**src/verilog/atx_keypad_pkg.sv**
```systemverilog
package atx_keypad_pkg;
   // Clock and time base
   localparam int CLK_HZ = 20000000;
   localparam int TICK_MS = 10;
   localparam int TICK_CYC = CLK_HZ / 1000 * TICK_MS;
   // Documented times in milliseconds
   localparam int ON_HOLD_MS = 250;
   localparam int OFF_HOLD_MS = 4000;
   localparam int RST_HOLD_MS = 4000;
   localparam int EXTRA_MS = 5000;
   localparam int PULSE_MS = 1000;
   localparam int DEB_MS = 20;
   // Times as tick counts
   localparam logic [9:0] ON_HOLD_T = 10'(ON_HOLD_MS / TICK_MS);
   localparam logic [9:0] OFF_HOLD_T = 10'(OFF_HOLD_MS / TICK_MS);
   localparam logic [9:0] RST_HOLD_T = 10'(RST_HOLD_MS / TICK_MS);
   localparam logic [9:0] EXTRA_T = 10'(EXTRA_MS / TICK_MS);
   localparam logic [3:0] DEB_T = 4'((DEB_MS + TICK_MS - 1) / TICK_MS);
   // Register offsets
   localparam int ADDR_W = 4;
   localparam logic [3:0] OFS_CTRL = 4'h0;
   localparam logic [3:0] OFS_PULSE = 4'h1;
   localparam logic [3:0] OFS_DIR = 4'h2;
   localparam logic [3:0] OFS_CMD = 4'h3;
   localparam logic [3:0] OFS_STAT = 4'h4;
   localparam logic [3:0] OFS_DUTY0 = 4'h5;
   // Control field positions
   localparam int CB_PON = 0;
   localparam int CB_POFF = 1;
   localparam int CB_RST = 2;
   localparam int CB_BLANK = 3;
   localparam int CB_SENSE1 = 4;
   localparam int CB_PINV = 5;
   localparam int CB_RSTHI = 6;
   // Command field positions
   localparam int MB_ON = 0;
   localparam int MB_OFF = 1;
   localparam int MB_RST = 2;
   // Reset values
   localparam logic [7:0] CTRL_RST = 8'h00;
   localparam logic [9:0] PULSE_RST = 10'(PULSE_MS / TICK_MS);
   localparam logic [4:0] DIR_RST = 5'h00;
   localparam logic [7:0] DUTY_RST = 8'h00;
   // Line positions
   localparam int GP_SENSE = 1;
   localparam int GP_PWR = 2;
   localparam int GP_RST = 3;
endpackage
```
**src/verilog/atx_host_power_keypad_control.sv**
```systemverilog
`timescale 1ns/1ps
// Overview of operation
// - Power line floats idle, drives on request
// - Reset line floats idle, drives on reset
// - Each keypad function needs its enable
// - Enter 0.25s while off pulses power
// - Cancel 4s while on drives power low, or high if inverted
// - Held cancel extends drive up to 5s
// - Enter 4s while on resets, then reboot
// - Blank display while host sense low
// - Host sense may come from line 1
// - Five lines, direction and PWM output
module atx_host_power_keypad_control #(
   parameter int TICK_CYC = atx_keypad_pkg::TICK_CYC
) (
   // Clock and reset
   input wire logic refClk,
   input wire logic resetn,
   // Register port
   input wire logic [3:0] regAddr,
   input wire logic [15:0] regWdata,
   input wire logic regWr,
   input wire logic regRd,
   output logic [15:0] regRdata,
   // Keys and sense pins
   input wire logic keyEnter,
   input wire logic keyCancel,
   input wire logic hostSense,
   // General-purpose lines
   input wire logic [4:0] gpioIn,
   output logic [4:0] gpioOut,
   output logic [4:0] gpioOe,
   // Module side
   output logic blankDisplay,
   output logic rebootReq
);
   // Sequencer states
   typedef enum logic [2:0] {IDLE, PWR_ON, PWR_OFF, RST_P, REBOOT} seq_t;

   // Whole state of the block
   typedef struct packed {
      logic [3:0] s1;
      logic [3:0] s2;
      logic [3:0] s3;
      logic [3:0] stab;
      logic [1:0] keyDeb;
      logic [1:0][3:0] debCnt;
      logic [31:0] divCnt;
      logic tick;
      logic [9:0] enterHold;
      logic [9:0] cancelHold;
      logic [9:0] actTime;
      seq_t seq;
      logic [7:0] ctrl;
      logic [9:0] pulseW;
      logic [4:0] gpioDir;
      logic [4:0][7:0] duty;
      logic [7:0] pwmCnt;
      logic [4:0] gpioOut;
      logic [4:0] gpioOe;
      logic blank;
      logic reboot;
      logic [15:0] rdata;
   } st_t;

   st_t st_reg;
   st_t st_next;

   // Raw pins: enter, cancel, sense, line 1
   logic [3:0] rawIn;
   assign rawIn = {gpioIn[atx_keypad_pkg::GP_SENSE], hostSense, keyCancel, keyEnter};

   // Hold counter that saturates just past its highest threshold
   function automatic logic [9:0] holdStep(input logic [9:0] c, input logic pressed);
      if (!pressed) begin
         holdStep = 10'h000;
      end else if (c > atx_keypad_pkg::EXTRA_T) begin
         holdStep = c;
      end else begin
         holdStep = c + 10'h001;
      end
   endfunction

   // Next-state logic
   always_comb begin
      logic sense;
      logic anyAtx;
      logic drvLvl;
      logic [4:0] pwm;
      st_next = st_reg;
      sense = 1'b0;
      anyAtx = 1'b0;
      drvLvl = 1'b0;
      pwm = 5'h00;
      st_next.reboot = 1'b0;
      st_next.rdata = 16'h0000;
      // Three-stage synchroniser
      st_next.s1 = rawIn;
      st_next.s2 = st_reg.s1;
      st_next.s3 = st_reg.s2;
      for (int i = 0; i < 4; i++) begin
         if (st_reg.s2[i] == st_reg.s3[i]) begin
            st_next.stab[i] = st_reg.s3[i];
         end
      end
      // Time base divider
      st_next.tick = 1'b0;
      if (st_reg.divCnt >= 32'(TICK_CYC - 1)) begin
         st_next.divCnt = 32'h0000_0000;
         st_next.tick = 1'b1;
      end else begin
         st_next.divCnt = st_reg.divCnt + 32'h0000_0001;
      end
      for (int k = 0; k < 2; k++) begin
         if (st_reg.stab[k] == st_reg.keyDeb[k]) begin
            st_next.debCnt[k] = 4'h0;
         end else if (st_reg.tick) begin
            if (st_reg.debCnt[k] + 4'h1 >= atx_keypad_pkg::DEB_T) begin
               st_next.keyDeb[k] = st_reg.stab[k];
               st_next.debCnt[k] = 4'h0;
            end else begin
               st_next.debCnt[k] = st_reg.debCnt[k] + 4'h1;
            end
         end
      end
      if (!st_reg.keyDeb[0]) begin
         st_next.enterHold = 10'h000;
      end else if (st_reg.tick) begin
         st_next.enterHold = holdStep(st_reg.enterHold, 1'b1);
      end
      if (!st_reg.keyDeb[1]) begin
         st_next.cancelHold = 10'h000;
      end else if (st_reg.tick) begin
         st_next.cancelHold = holdStep(st_reg.cancelHold, 1'b1);
      end
      sense = st_reg.ctrl[atx_keypad_pkg::CB_SENSE1] ? st_reg.stab[3] : st_reg.stab[2];
      anyAtx = |st_reg.ctrl[atx_keypad_pkg::CB_RST:atx_keypad_pkg::CB_PON];
      st_next.blank = st_reg.ctrl[atx_keypad_pkg::CB_BLANK] & ~sense;
      // Register writes
      if (regWr) begin
         case (regAddr)
            atx_keypad_pkg::OFS_CTRL: st_next.ctrl = regWdata[7:0];
            atx_keypad_pkg::OFS_PULSE: st_next.pulseW = regWdata[9:0];
            atx_keypad_pkg::OFS_DIR: st_next.gpioDir = regWdata[4:0];
            default: begin
               for (int i = 0; i < 5; i++) begin
                  if (regAddr == atx_keypad_pkg::OFS_DUTY0 + 4'(i)) begin
                     st_next.duty[i] = regWdata[7:0];
                  end
               end
            end
         endcase
      end
      // Register reads, data in the following cycle only
      if (regRd) begin
         case (regAddr)
            atx_keypad_pkg::OFS_CTRL: st_next.rdata = {8'h00, st_reg.ctrl};
            atx_keypad_pkg::OFS_PULSE: st_next.rdata = {6'h00, st_reg.pulseW};
            atx_keypad_pkg::OFS_DIR: st_next.rdata = {11'h000, st_reg.gpioDir};
            atx_keypad_pkg::OFS_STAT: begin
               // Status word is 7 bits of fields behind 9 pad bits, one pad bit more than a byte
               st_next.rdata = {7'h00, st_reg.seq, st_reg.keyDeb, st_reg.blank, sense};
            end
            default: begin
               for (int i = 0; i < 5; i++) begin
                  if (regAddr == atx_keypad_pkg::OFS_DUTY0 + 4'(i)) begin
                     st_next.rdata = {8'h00, st_reg.duty[i]};
                  end
               end
            end
         endcase
      end
      // Action timer counts ticks inside an action
      if (st_reg.seq != IDLE && st_reg.tick) begin
         st_next.actTime = st_reg.actTime + 10'h001;
      end
      // Sequencer
      case (st_reg.seq)
         IDLE: begin
            st_next.actTime = 10'h000;
            // enter short hold turns host on
            if (st_reg.ctrl[atx_keypad_pkg::CB_PON] && !sense && st_reg.tick &&
                st_reg.enterHold == atx_keypad_pkg::ON_HOLD_T - 10'h001) begin
               st_next.seq = PWR_ON;
            end else if (st_reg.ctrl[atx_keypad_pkg::CB_RST] && sense && st_reg.tick &&
                st_reg.enterHold == atx_keypad_pkg::RST_HOLD_T - 10'h001) begin
               st_next.seq = RST_P;
            end else if (st_reg.ctrl[atx_keypad_pkg::CB_POFF] && sense && st_reg.tick &&
                st_reg.cancelHold == atx_keypad_pkg::OFF_HOLD_T - 10'h001) begin
               st_next.seq = PWR_OFF;
            end else if (regWr && regAddr == atx_keypad_pkg::OFS_CMD) begin
               // Software command drives the same lines
               if (regWdata[atx_keypad_pkg::MB_ON]) begin
                  st_next.seq = PWR_ON;
               end else if (regWdata[atx_keypad_pkg::MB_OFF]) begin
                  st_next.seq = PWR_OFF;
               end else if (regWdata[atx_keypad_pkg::MB_RST]) begin
                  st_next.seq = RST_P;
               end
            end
         end
         PWR_ON, RST_P: begin
            // One pulse width
            if (st_reg.tick && st_reg.actTime + 10'h001 >= st_reg.pulseW) begin
               st_next.seq = (st_reg.seq == RST_P) ? REBOOT : IDLE;
            end
         end
         PWR_OFF: begin
            // at least a pulse, longer while held
            if (st_reg.tick && st_reg.actTime + 10'h001 >= st_reg.pulseW &&
                (!st_reg.keyDeb[1] || st_reg.actTime + 10'h001 >= atx_keypad_pkg::EXTRA_T)) begin
               st_next.seq = IDLE;
            end
         end
         REBOOT: begin
            st_next.reboot = 1'b1;
            st_next.seq = IDLE;
         end
         default: st_next.seq = IDLE;
      endcase
      st_next.pwmCnt = st_reg.pwmCnt + 8'h01;
      for (int i = 0; i < 5; i++) begin
         pwm[i] = st_reg.pwmCnt < st_reg.duty[i];
      end
      st_next.gpioOut = pwm;
      st_next.gpioOe = st_reg.gpioDir;
      if (anyAtx) begin
         st_next.gpioOe[atx_keypad_pkg::GP_PWR] = 1'b0;
         st_next.gpioOe[atx_keypad_pkg::GP_RST] = 1'b0;
      end
      drvLvl = (st_next.seq == PWR_ON) ^ st_reg.ctrl[atx_keypad_pkg::CB_PINV];
      // power line driven at inverted-or-not level
      if (st_next.seq == PWR_ON || st_next.seq == PWR_OFF) begin
         st_next.gpioOe[atx_keypad_pkg::GP_PWR] = 1'b1;
         st_next.gpioOut[atx_keypad_pkg::GP_PWR] = drvLvl;
      end
      // reset line driven low or high
      if (st_next.seq == RST_P) begin
         st_next.gpioOe[atx_keypad_pkg::GP_RST] = 1'b1;
         st_next.gpioOut[atx_keypad_pkg::GP_RST] = st_reg.ctrl[atx_keypad_pkg::CB_RSTHI];
      end
   end

   // State register with synchronous reset
   always_ff @(posedge refClk) begin
      if (!resetn) begin
         st_reg <= '0;
         st_reg.seq <= IDLE;
         st_reg.ctrl <= atx_keypad_pkg::CTRL_RST;
         st_reg.pulseW <= atx_keypad_pkg::PULSE_RST;
         st_reg.gpioDir <= atx_keypad_pkg::DIR_RST;
         st_reg.duty <= {5{atx_keypad_pkg::DUTY_RST}};
      end else begin
         st_reg <= st_next;
      end
   end

   // Outputs straight from state
   assign regRdata = st_reg.rdata;
   assign gpioOut = st_reg.gpioOut;
   assign gpioOe = st_reg.gpioOe;
   assign blankDisplay = st_reg.blank;
   assign rebootReq = st_reg.reboot;
endmodule

```
**config.mk**
```make
export PLATFORM = sky130hd
export DESIGN_NAME = atx_host_power_keypad_control
export DESIGN_NICKNAME = d
export VERILOG_FILES = /design/src/verilog/atx_keypad_pkg.sv /design/src/verilog/atx_host_power_keypad_control.sv
export SDC_FILE = /design/constraint.sdc
export NUM_CORES = 1
export LEC_CHECK = 0
export BUFFER_PORTS_ARGS = -buffer_cell sky130_fd_sc_hd__buf_4
export CORE_UTILIZATION = 50
export DETAILED_ROUTE_END_ITERATION = 8
export GPL_TIMING_DRIVEN = 0
export PLACE_DENSITY = 0.66
export SKIP_CTS_REPAIR_TIMING = 1
export SLEW_MARGIN = 20
export SYNTH_ARGS = -nofsm -noshare
export SYNTH_HDL_FRONTEND = slang
export SYNTH_SLANG_ARGS = --single-unit
```
**constraint.sdc**
```tcl
create_clock -name refClk -period 4.6 [get_ports refClk]
set_input_delay 0.92 -clock refClk [delete_from_list [all_inputs] [get_ports refClk]]
set_output_delay 0.92 -clock refClk [all_outputs]
set_load 0.02 [all_outputs]
```
==> results.tsv, run 1 <==
metric	value	unit
outcome	finished, final reports clean	
largest cells by area after synthesis	dfxtp_1, ha_1, nor2_1	
multi-input logic area	4757	um2
max-cap viol count	0	
Synth Flop Type	dfxtp_1	
Num CTS Buffers	17	
setup tns final	0	ns
deepest clock path buffer count	2	
CP Class	reg2reg	
Routed WL	23290	um
Finished Cell Area	10260	um2
Final min period	3.589	ns
initial antenna violation count	0	
WP data required	4.91	ns
Relative slew margins	33.17	%
fill cell count	1625	
number of global-route vias before repair	6769	
Placer Congestion	0.9519	
first-pass GRT wire length	36970	um
Setup-failing EPs final	0	
DRC	0	
Mean Syn Cell Area	8.589	um2
port bufs	37	
clock insertion delay at the later pin of the skew report	0.44	ns
die area	18560	um2
Area Growth Syn to Fin	13.84	%
worst hold path type	reg2reg	
global route hottest layer	met2	
largest area contributor in the netlist	dfxtp_1	
CP Max Fanout	6	
NumNets Final	1212	
via count	7538	
DR vias/cell	5.535	
placed inst area	9641	um2
WL/cell	17.10	um
most numerous cell in the Yosys netlist	dfxtp_1	
WP data arrival	3.89	ns
RSZ-0062 raised after global routing	false	
post-place setup slack	1.001	ns
Peak supply drop	284.5	uV
n_diodes	0	
register area share after synthesis	41.11	%
num rows	48	
Ys Warns	0	
Final Cycle Share	78.02	%
IO Pins	60	
Worst-path clk slew	0.08	ns
Layout Cells excl Fill	1362	
CTS tree	built	
detailed router's first-iteration violation count	656	
Root Driver	clkbuf_16	
final setup margin	1.011	ns
core area	17420	um2
Die X-Extent	136.2	um
H-tree depth	4	
Static Leak	0.003930	uW
Synth Instances	1049	
largest net degree at the start of global routing	22	
Final Hold Fails	0	
fin. max-slew vios	0	
GR Overflow Total	0	
Post-DRT Antenna Nets	0	
Netlist cell types	74	
flops & latches, synth	185	
Core Util, Final	58.89	%
Synth async-reset ratio	0	%
register area	3704	um2
M1 GR Usage	36.86	%
share of layout cells above drive strength 1	10.11	%
All-Layer GR Usage	26.49	%
PD cells	338.0	nW/um2
initial core utilization	51.73	%
clock skew	0.01293	ns
grt met3 use	5.593	%
hpwl dp	16930	um
1st-pass router iterations	7	
flip-flop count of the largest register after layout	152	
CP Capture Type	flip-flop	
met2 usage	40.64	%
post-synth top area share	41.11	%
die span in y	136.2	um
CP Launch Type	flip-flop	
worst-margin pin slew	0.9988	ns
Post-synth EDFFs	0	
cell total after placement	1330	
max frequency	278.6	MHz
Cell Area, Synth	9010	um2
commonest cells in the netlist	dfxtp_1, nor2_1, nand2_1	
CTS Sinks	185	
[cell families after synthesis]
logic type | after synthesis | synth area share [%]
other | 1 | 0.04162
AO/OA/AOI/OAI | 201 | 14.94
adder cells (fa/ha/maj) | 56 | 7.777
AND/OR/NAND/NOR | 384 | 20.16
buffers and inverters | 134 | 6.888
XOR/XNOR | 51 | 4.958
flip-flops | 185 | 41.11
multiplexers | 37 | 4.124
[final timing paths]
kind	from	endpoint	slack, ns	cells after the start
setup / recovery	st_reg[102]	gpioOut[3]	1.01	10
hold / removal	st_next[185]	st_next[181]	0.44	1
hold reg to reg	st_next[185]	st_next[181]	0.44	1
setup reg to reg	st_reg[102]	gpioOut[3]	1.01	10
[layer usage]
layer / wire [um] / part of all wire (%)
met4: 467 / 2.0
met2: 10120 / 43
met1: 11170 / 48
met3: 1532 / 6.6
met5: 0 / 0
[where the power goes]
group	switching (uW)	total, uW	internal (uW)
sequential	24.6	1660	1630
combinational	190	313	123
clock	751	1490	744
[layout make-up]
type | instances | share of cell area (%)
plain buffers | 69 | 3.672
flip-flops and latches | 185 | 36.11
clock buffers | 17 | 4.147
inverters | 65 | 2.379
clock inverters | 15 | 1.866
repair buffers | 37 | 2.708
well taps | 225 | 2.745
multi-input cells | 749 | 46.38
[critical path: stages (launching register included)]
cell and delay, ns:
dfxtp_1 0.48, nand4_2 0.21, nor3_1 0.45, xor2_1 0.19, ha_1 0.32, o21ai_0 0.10
a2111oi_0 0.50, nor2b_1 0.26, a211oi_4 0.40, nor3_2 0.11, o41ai_2 0.44
[cell usage in the layout (no fill, tap or decap), types with 9 or more instances in the layout]
| cell type | count |
|---|---|
| a31oi_1 | 9 |
| nand4_1 | 12 |
| and3_1 | 15 |
| ha_1 | 56 |
| clkbuf_1 | 34 |
| a21oi_1 | 65 |
| nor2_1 | 134 |
| xnor2_1 | 21 |
| o21ai_0 | 28 |
| xor2_1 | 30 |
| nand2b_1 | 15 |
| clkbuf_16 | 17 |
| nor3_1 | 15 |
| inv_1 | 63 |
| o21ai_1 | 14 |
| conb_1 | 20 |
| a21o_1 | 16 |
| and2_1 | 23 |
| nand2_1 | 86 |
| mux2i_1 | 36 |
| dfxtp_1 | 185 |
| buf_4 | 63 |
| nand3_1 | 48 |
[metrics by stage]
stage	total power, uW	hold WS, ns
floorplan	1900	0.4119
global placement	2003	0.4129
detailed placement	2004	0.4221
CTS	3490	0.4397
global route	3588	0.4435
finish	3467	0.4356
(Power assumes the default switching activity.)
==> run 2, diff against run 1 <==
==> constraint.sdc (replaced) <==
create_clock -name refClk -period 3.7 [get_ports refClk]
set_input_delay 0.74 -clock refClk [delete_from_list [all_inputs] [get_ports refClk]]
set_output_delay 0.74 -clock refClk [all_outputs]
set_load 0.02 [all_outputs]
==> run 2 against run 1 <==
Maximum frequency up 4.6%. Total power rose by 24%. Register-to-register slack worse by 0.74 ns. Highest routed layer unchanged. Largest power group unchanged. Wire length is 0.18% higher. Via count is essentially flat. First-iteration DRC count fell by 1.7%. Sequential power up 24%. Combinational power up 25%. Clock skew is 0.0013 ns lower. Utilization is 0.065 points higher.
==> results.tsv, run 2 (same netlist as run 1, synthesis figures left out) <==
metric	value	unit	change
CP Capture Type	flip-flop		unchanged
GR Overflow Total	0		unchanged
CP Class	reg2reg		unchanged
H-tree depth	4		unchanged
IO Pins	60		unchanged
Placer Congestion	0.9519		unchanged
clock skew	0.01160	ns	was 0.01293 ns
1st-pass router iterations	5		was 7
DR vias/cell	5.531		was 5.535
first-pass GRT wire length	36970	um	unchanged
RSZ-0062 raised after global routing	false		unchanged
max-cap viol count	0		unchanged
CP Max Fanout	6		unchanged
Static Leak	0.003930	uW	about the same
Post-DRT Antenna Nets	0		unchanged
initial core utilization	51.73	%	unchanged
All-Layer GR Usage	26.49	%	unchanged
number of global-route vias before repair	6769		unchanged
register area	3704	um2	unchanged
Final min period	3.431	ns	was 3.589 ns
outcome	finished, final reports clean		unchanged
n_diodes	0		unchanged
fin. max-slew vios	0		unchanged
Peak supply drop	353.7	uV	was 284.5 uV
multi-input logic area	4768	um2	was 4757 um2
Routed WL	23330	um	was 23290 um
Relative slew margins	33.19	%	was 33.17%
Worst-path clk slew	0.08	ns	about the same
num rows	48		unchanged
fill cell count	1624		was 1625
port bufs	37		unchanged
Final Hold Fails	0		unchanged
Area Growth Syn to Fin	13.97	%	was 13.84%
post-place setup slack	0.1008	ns	was 1.001 ns
initial antenna violation count	0		unchanged
Finished Cell Area	10270	um2	was 10260 um2
detailed router's first-iteration violation count	645		was 656
Die X-Extent	136.2	um	unchanged
clock insertion delay at the later pin of the skew report	0.44	ns	about the same
placed inst area	9641	um2	unchanged
share of layout cells above drive strength 1	10.29	%	was 10.11%
CP Launch Type	flip-flop		unchanged
core area	17420	um2	unchanged
worst hold path type	reg2reg		unchanged
deepest clock path buffer count	2		unchanged
die span in y	136.2	um	unchanged
WHS	0.4356	ns	about the same
WP data required	4.00	ns	was 4.91 ns
Root Driver	clkbuf_16		unchanged
NumNets Final	1212		unchanged
PD cells	419.8	nW/um2	was 338.0 nW/um2
hpwl dp	16930	um	unchanged
Num CTS Buffers	17		unchanged
flip-flop count of the largest register after layout	152		unchanged
die area	18560	um2	unchanged
Final Cycle Share	92.74	%	was 78.02%
total power	4310	uW	was 3467 uW
Setup-failing EPs final	0		unchanged
CTS tree	built		unchanged
final setup margin	0.2686	ns	was 1.011 ns
most common cell after layout, fill and taps aside	dfxtp_1		unchanged
via count	7533		was 7538
setup tns final	0	ns	unchanged
WP data arrival	3.74	ns	was 3.89 ns
max frequency	291.4	MHz	was 278.6 MHz
DRC	0		unchanged
WL/cell	17.13	um	was 17.10 um
largest net degree at the start of global routing	22		unchanged
worst-margin pin slew	0.9984	ns	was 0.9988 ns
commonest cells after routing, fill and taps aside	dfxtp_1, nor2_1, nand2_1		unchanged
CTS Sinks	185		unchanged
## run 2: cell counts in the layout (fill, tap and decap cells not counted)
Identical to the previous run, type by type.
## run 2: worst max-delay path, cell delays in order, from the launching register on
cell	delay (ns)
dfxtp_1	0.48
ha_1	0.29
and3_1	0.19
buf_6	0.12
nand3_1	0.09
xnor2_1	0.17
ha_1	0.30
o211ai_1	0.10
a2111oi_2	0.40
nor2b_1	0.21
a211oi_4	0.38
nor3_2	0.11
o41ai_2	0.44
## run 2: metal layers
layer | wire (um) | up-vias | track usage (%)
met5 | 0 | - | 0
li1 | - | 3747 | -
met2 | 10190 | 249 | 40.64
met1 | 11210 | 3503 | 36.86
met4 | 457 | 0 | 8.457
met3 | 1479 | 34 | 5.593
## run 2: cell type report
type / count / area share [%]
plain buffers: 69 / 3.668
clock buffers: 17 / 4.143
clock inverters: 15 / 1.864
inverters: 65 / 2.376
multi-input cells: 749 / 46.44
flip-flops and latches: 185 / 36.07
well taps: 225 / 2.742
repair buffers: 37 / 2.705
## run 2: worst paths after layout
kind                            cells past startpoint          from  slack [ns]            to
worst min-delay path                                1  st_next[185]        0.44  st_next[181]
worst min register to register                      1  st_next[185]        0.44  st_next[181]
worst max-delay path                               12   st_reg[102]        0.27    gpioOut[3]
worst max register to register                     12   st_reg[102]        0.27    gpioOut[3]
## run 2: where the power goes
part | leakage [uW] | internal [uW] | total (uW) | switching, uW
Sequential | 0.00150 | 2030 | 2060 | 30.5
Combinational | 0.00214 | 153 | 390 | 237
Clock | 0.000292 | 925 | 1860 | 933
Total | 0.00393 | 3110 | 4310 | 1200
## run 2: per-stage QoR
| stage | cells | utilization [%] |
|---|---|---|
| after floorplan | 1068 | - |
| after global routing | 1362 | 58.96 |
| after CTS | 1362 | 58.89 |
| after detailed placement | 1330 | 55.35 |
| after global placement | 1330 | 55.35 |
| final | 1362 | 58.96 |
==> run 3, diff against run 2 <==
--- a/config.mk
+++ b/config.mk
@@ -6,10 +6,11 @@
 export NUM_CORES = 1
 export LEC_CHECK = 0
 export BUFFER_PORTS_ARGS = -buffer_cell sky130_fd_sc_hd__buf_4
+export CORE_MARGIN = 3
 export CORE_UTILIZATION = 50
 export DETAILED_ROUTE_END_ITERATION = 8
 export GPL_TIMING_DRIVEN = 0
-export PLACE_DENSITY = 0.66
+export PLACE_DENSITY_LB_ADDON = 0.1
 export SKIP_CTS_REPAIR_TIMING = 1
 export SLEW_MARGIN = 20
 export SYNTH_ARGS = -nofsm -noshare
==> run 3 against run 2 <==
Global-route usage down 2.5 points. Cell area about the same. Die area up 6.0%. Highest routed layer unchanged.
==> results.tsv, run 3 (same netlist as run 1, synthesis figures left out) <==
metric	value	unit	change
outcome	finished, final reports clean		unchanged
detailed router's first-iteration violation count	642		was 645
IO Pins	60		unchanged
num rows	48		unchanged
initial antenna violation count	0		unchanged
1st-pass router iterations	5		unchanged
CTS tree	built		unchanged
All-Layer GR Usage	24.02	%	was 26.49%
Relative slew margins	25.90	%	was 33.19%
Die X-Extent	140.2	um	was 136.2 um
initial core utilization	51.55	%	was 51.73%
critical path, cell by cell	ha_1 -> and3_1 -> buf_6 -> nand3_1 -> xnor2_1 -> ha_1 -> a211oi_1 -> nor2_1 -> o21ai_0 -> nor2b_1 -> a2111oi_0 -> a211oi_1 -> nand4b_1		was ha_1 -> and3_1 -> buf_6 -> nand3_1 -> xnor2_1 -> ha_1 -> o211ai_1 -> a2111oi_2 -> nor2b_1 -> a211oi_4 -> nor3_2 -> o41ai_2
CTS Sinks	185		unchanged
CP top delay family	simple AND/OR/NAND/NOR gates		was compound AO/OA/AOI/OAI gates
core area	17480	um2	was 17420 um2
CP Capture Type	flip-flop		unchanged
Root Driver	clkbuf_16		unchanged
fin. max-slew vios	0		unchanged
die span in y	140.2	um	was 136.2 um
slowest cell on the critical path	nor2b_1		was dfxtp_1
PD cells	419.5	nW/um2	was 419.8 nW/um2
H-tree depth	4		unchanged
CP Max Fanout	6		unchanged
worst hold path type	reg2reg		unchanged
Bufs and invs on worst path	1		unchanged
NumNets Final	1212		unchanged
number of global-route vias before repair	6782		was 6769
hpwl dp	17310	um	was 16930 um
max-cap viol count	0		unchanged
flip-flop count of the largest register after layout	152		unchanged
Routed WL	23120	um	was 23330 um
register area	3704	um2	unchanged
Setup-failing EPs final	0		unchanged
Worst path max stage delay	0.49	ns	was 0.48 ns
RSZ-0062 raised after global routing	false		unchanged
Area Growth Syn to Fin	13.98	%	was 13.97%
setup tns final	0	ns	unchanged
Peak supply drop	338.2	uV	was 353.7 uV
clock insertion delay at the later pin of the skew report	0.44	ns	about the same
CP Launch Type	flip-flop		unchanged
CP Class	reg2reg		unchanged
max frequency	295.8	MHz	was 291.4 MHz
cell total after placement	1330		unchanged
first-pass GRT wire length	37220	um	was 36970 um
WP data required	3.99	ns	was 4.00 ns
largest net degree at the start of global routing	22		unchanged
Static Leak	0.003935	uW	was 0.003930 uW
multi-input logic area	4768	um2	unchanged
WP data arrival	3.67	ns	was 3.74 ns
Worst-path clk slew	0.08	ns	about the same
GR Overflow Total	0		unchanged
total power	4308	uW	was 4310 uW
Core Util, Final	58.76	%	was 58.96%
Final min period	3.381	ns	was 3.431 ns
Final Hold Fails	0		unchanged
n_diodes	0		unchanged
DRC	0		unchanged
port bufs	37		unchanged
clock skew	0.009395	ns	was 0.01160 ns
die area	19670	um2	was 18560 um2
Final Cycle Share	91.38	%	was 92.74%
WHS	0.4351	ns	was 0.4356 ns
via count	7459		was 7533
commonest cells after routing, fill and taps aside	dfxtp_1, nor2_1, nand2_1		unchanged
Post-DRT Antenna Nets	0		unchanged
Num CTS Buffers	17		unchanged
most common cell after layout, fill and taps aside	dfxtp_1		unchanged
worst-margin pin slew	1.107	ns	was 0.9984 ns
Layout Cells excl Fill	1362		unchanged
DR vias/cell	5.477		was 5.531
share of layout cells above drive strength 1	10.29	%	unchanged
deepest clock path buffer count	2		unchanged
Placer Congestion	0.9556		was 0.9519
fill cell count	1552		was 1624
WL/cell	16.97	um	was 17.13 um
## run 3: cell count changes in the layout (fill, tap and decap cells not counted)
cell / delta
clkinvlp_4: -1
inv_6: +1
## run 3: worst reg2reg max path, stage by stage (launching register included)
cell	delay, ns
dfxtp_1	0.46
ha_1	0.29
and3_1	0.19
buf_6	0.12
nand3_1	0.12
xnor2_1	0.17
ha_1	0.21
a211oi_1	0.26
nor2_1	0.06
o21ai_0	0.23
nor2b_1	0.49
a2111oi_0	0.20
a211oi_1	0.28
nand4b_1	0.16
## run 3: final cells by class
type	instances	area share, %
Clock inverter	15	1.876
Multi-Input combinational cell	749	46.43
Sequential cell	185	36.06
Timing Repair Buffer	37	2.705
Inverter	65	2.376
Buffer	69	3.667
Clock buffer	17	4.142
Tap cell	225	2.741
## run 3: metal layers
| layer | part of all wire (%) | vias to the layer above | track usage, % | wire length, um |
|---|---|---|---|---|
| li1 | - | 3739 | - | - |
| met1 | 48 | 3454 | 35.41 | 11130 |
| met2 | 43 | 238 | 36.04 | 10020 |
| met3 | 7.1 | 28 | 4.541 | 1649 |
| met4 | 1.4 | 0 | 6.629 | 320 |
| met5 | 0 | - | 0 | 0 |
## run 3: worst paths after layout
check | start | endpoint | slack (ns) | cells after the start
min | st_next[186] | st_next[182] | 0.44 | 1
max reg2reg | st_reg[102] | gpioOut[2] | 0.32 | 13
max | st_reg[102] | gpioOut[2] | 0.32 | 13
min reg2reg | st_next[186] | st_next[182] | 0.44 | 1
## run 3: stage by stage
stage	setup WS, ns	instance area (um2)
finish	0.3189	10270
global route	0.02860	10270
CTS	0.2061	10260
detailed placement	0.2468	9641
global placement	0.2395	9641
floorplan	0.8184	9081
## run 3: report_power, final
part	internal [uW]	switching [uW]	total [uW]
sequential	2030	28.1	2060
combinational	153	243	396
clock	927	924	1850
total	3110	1200	4310
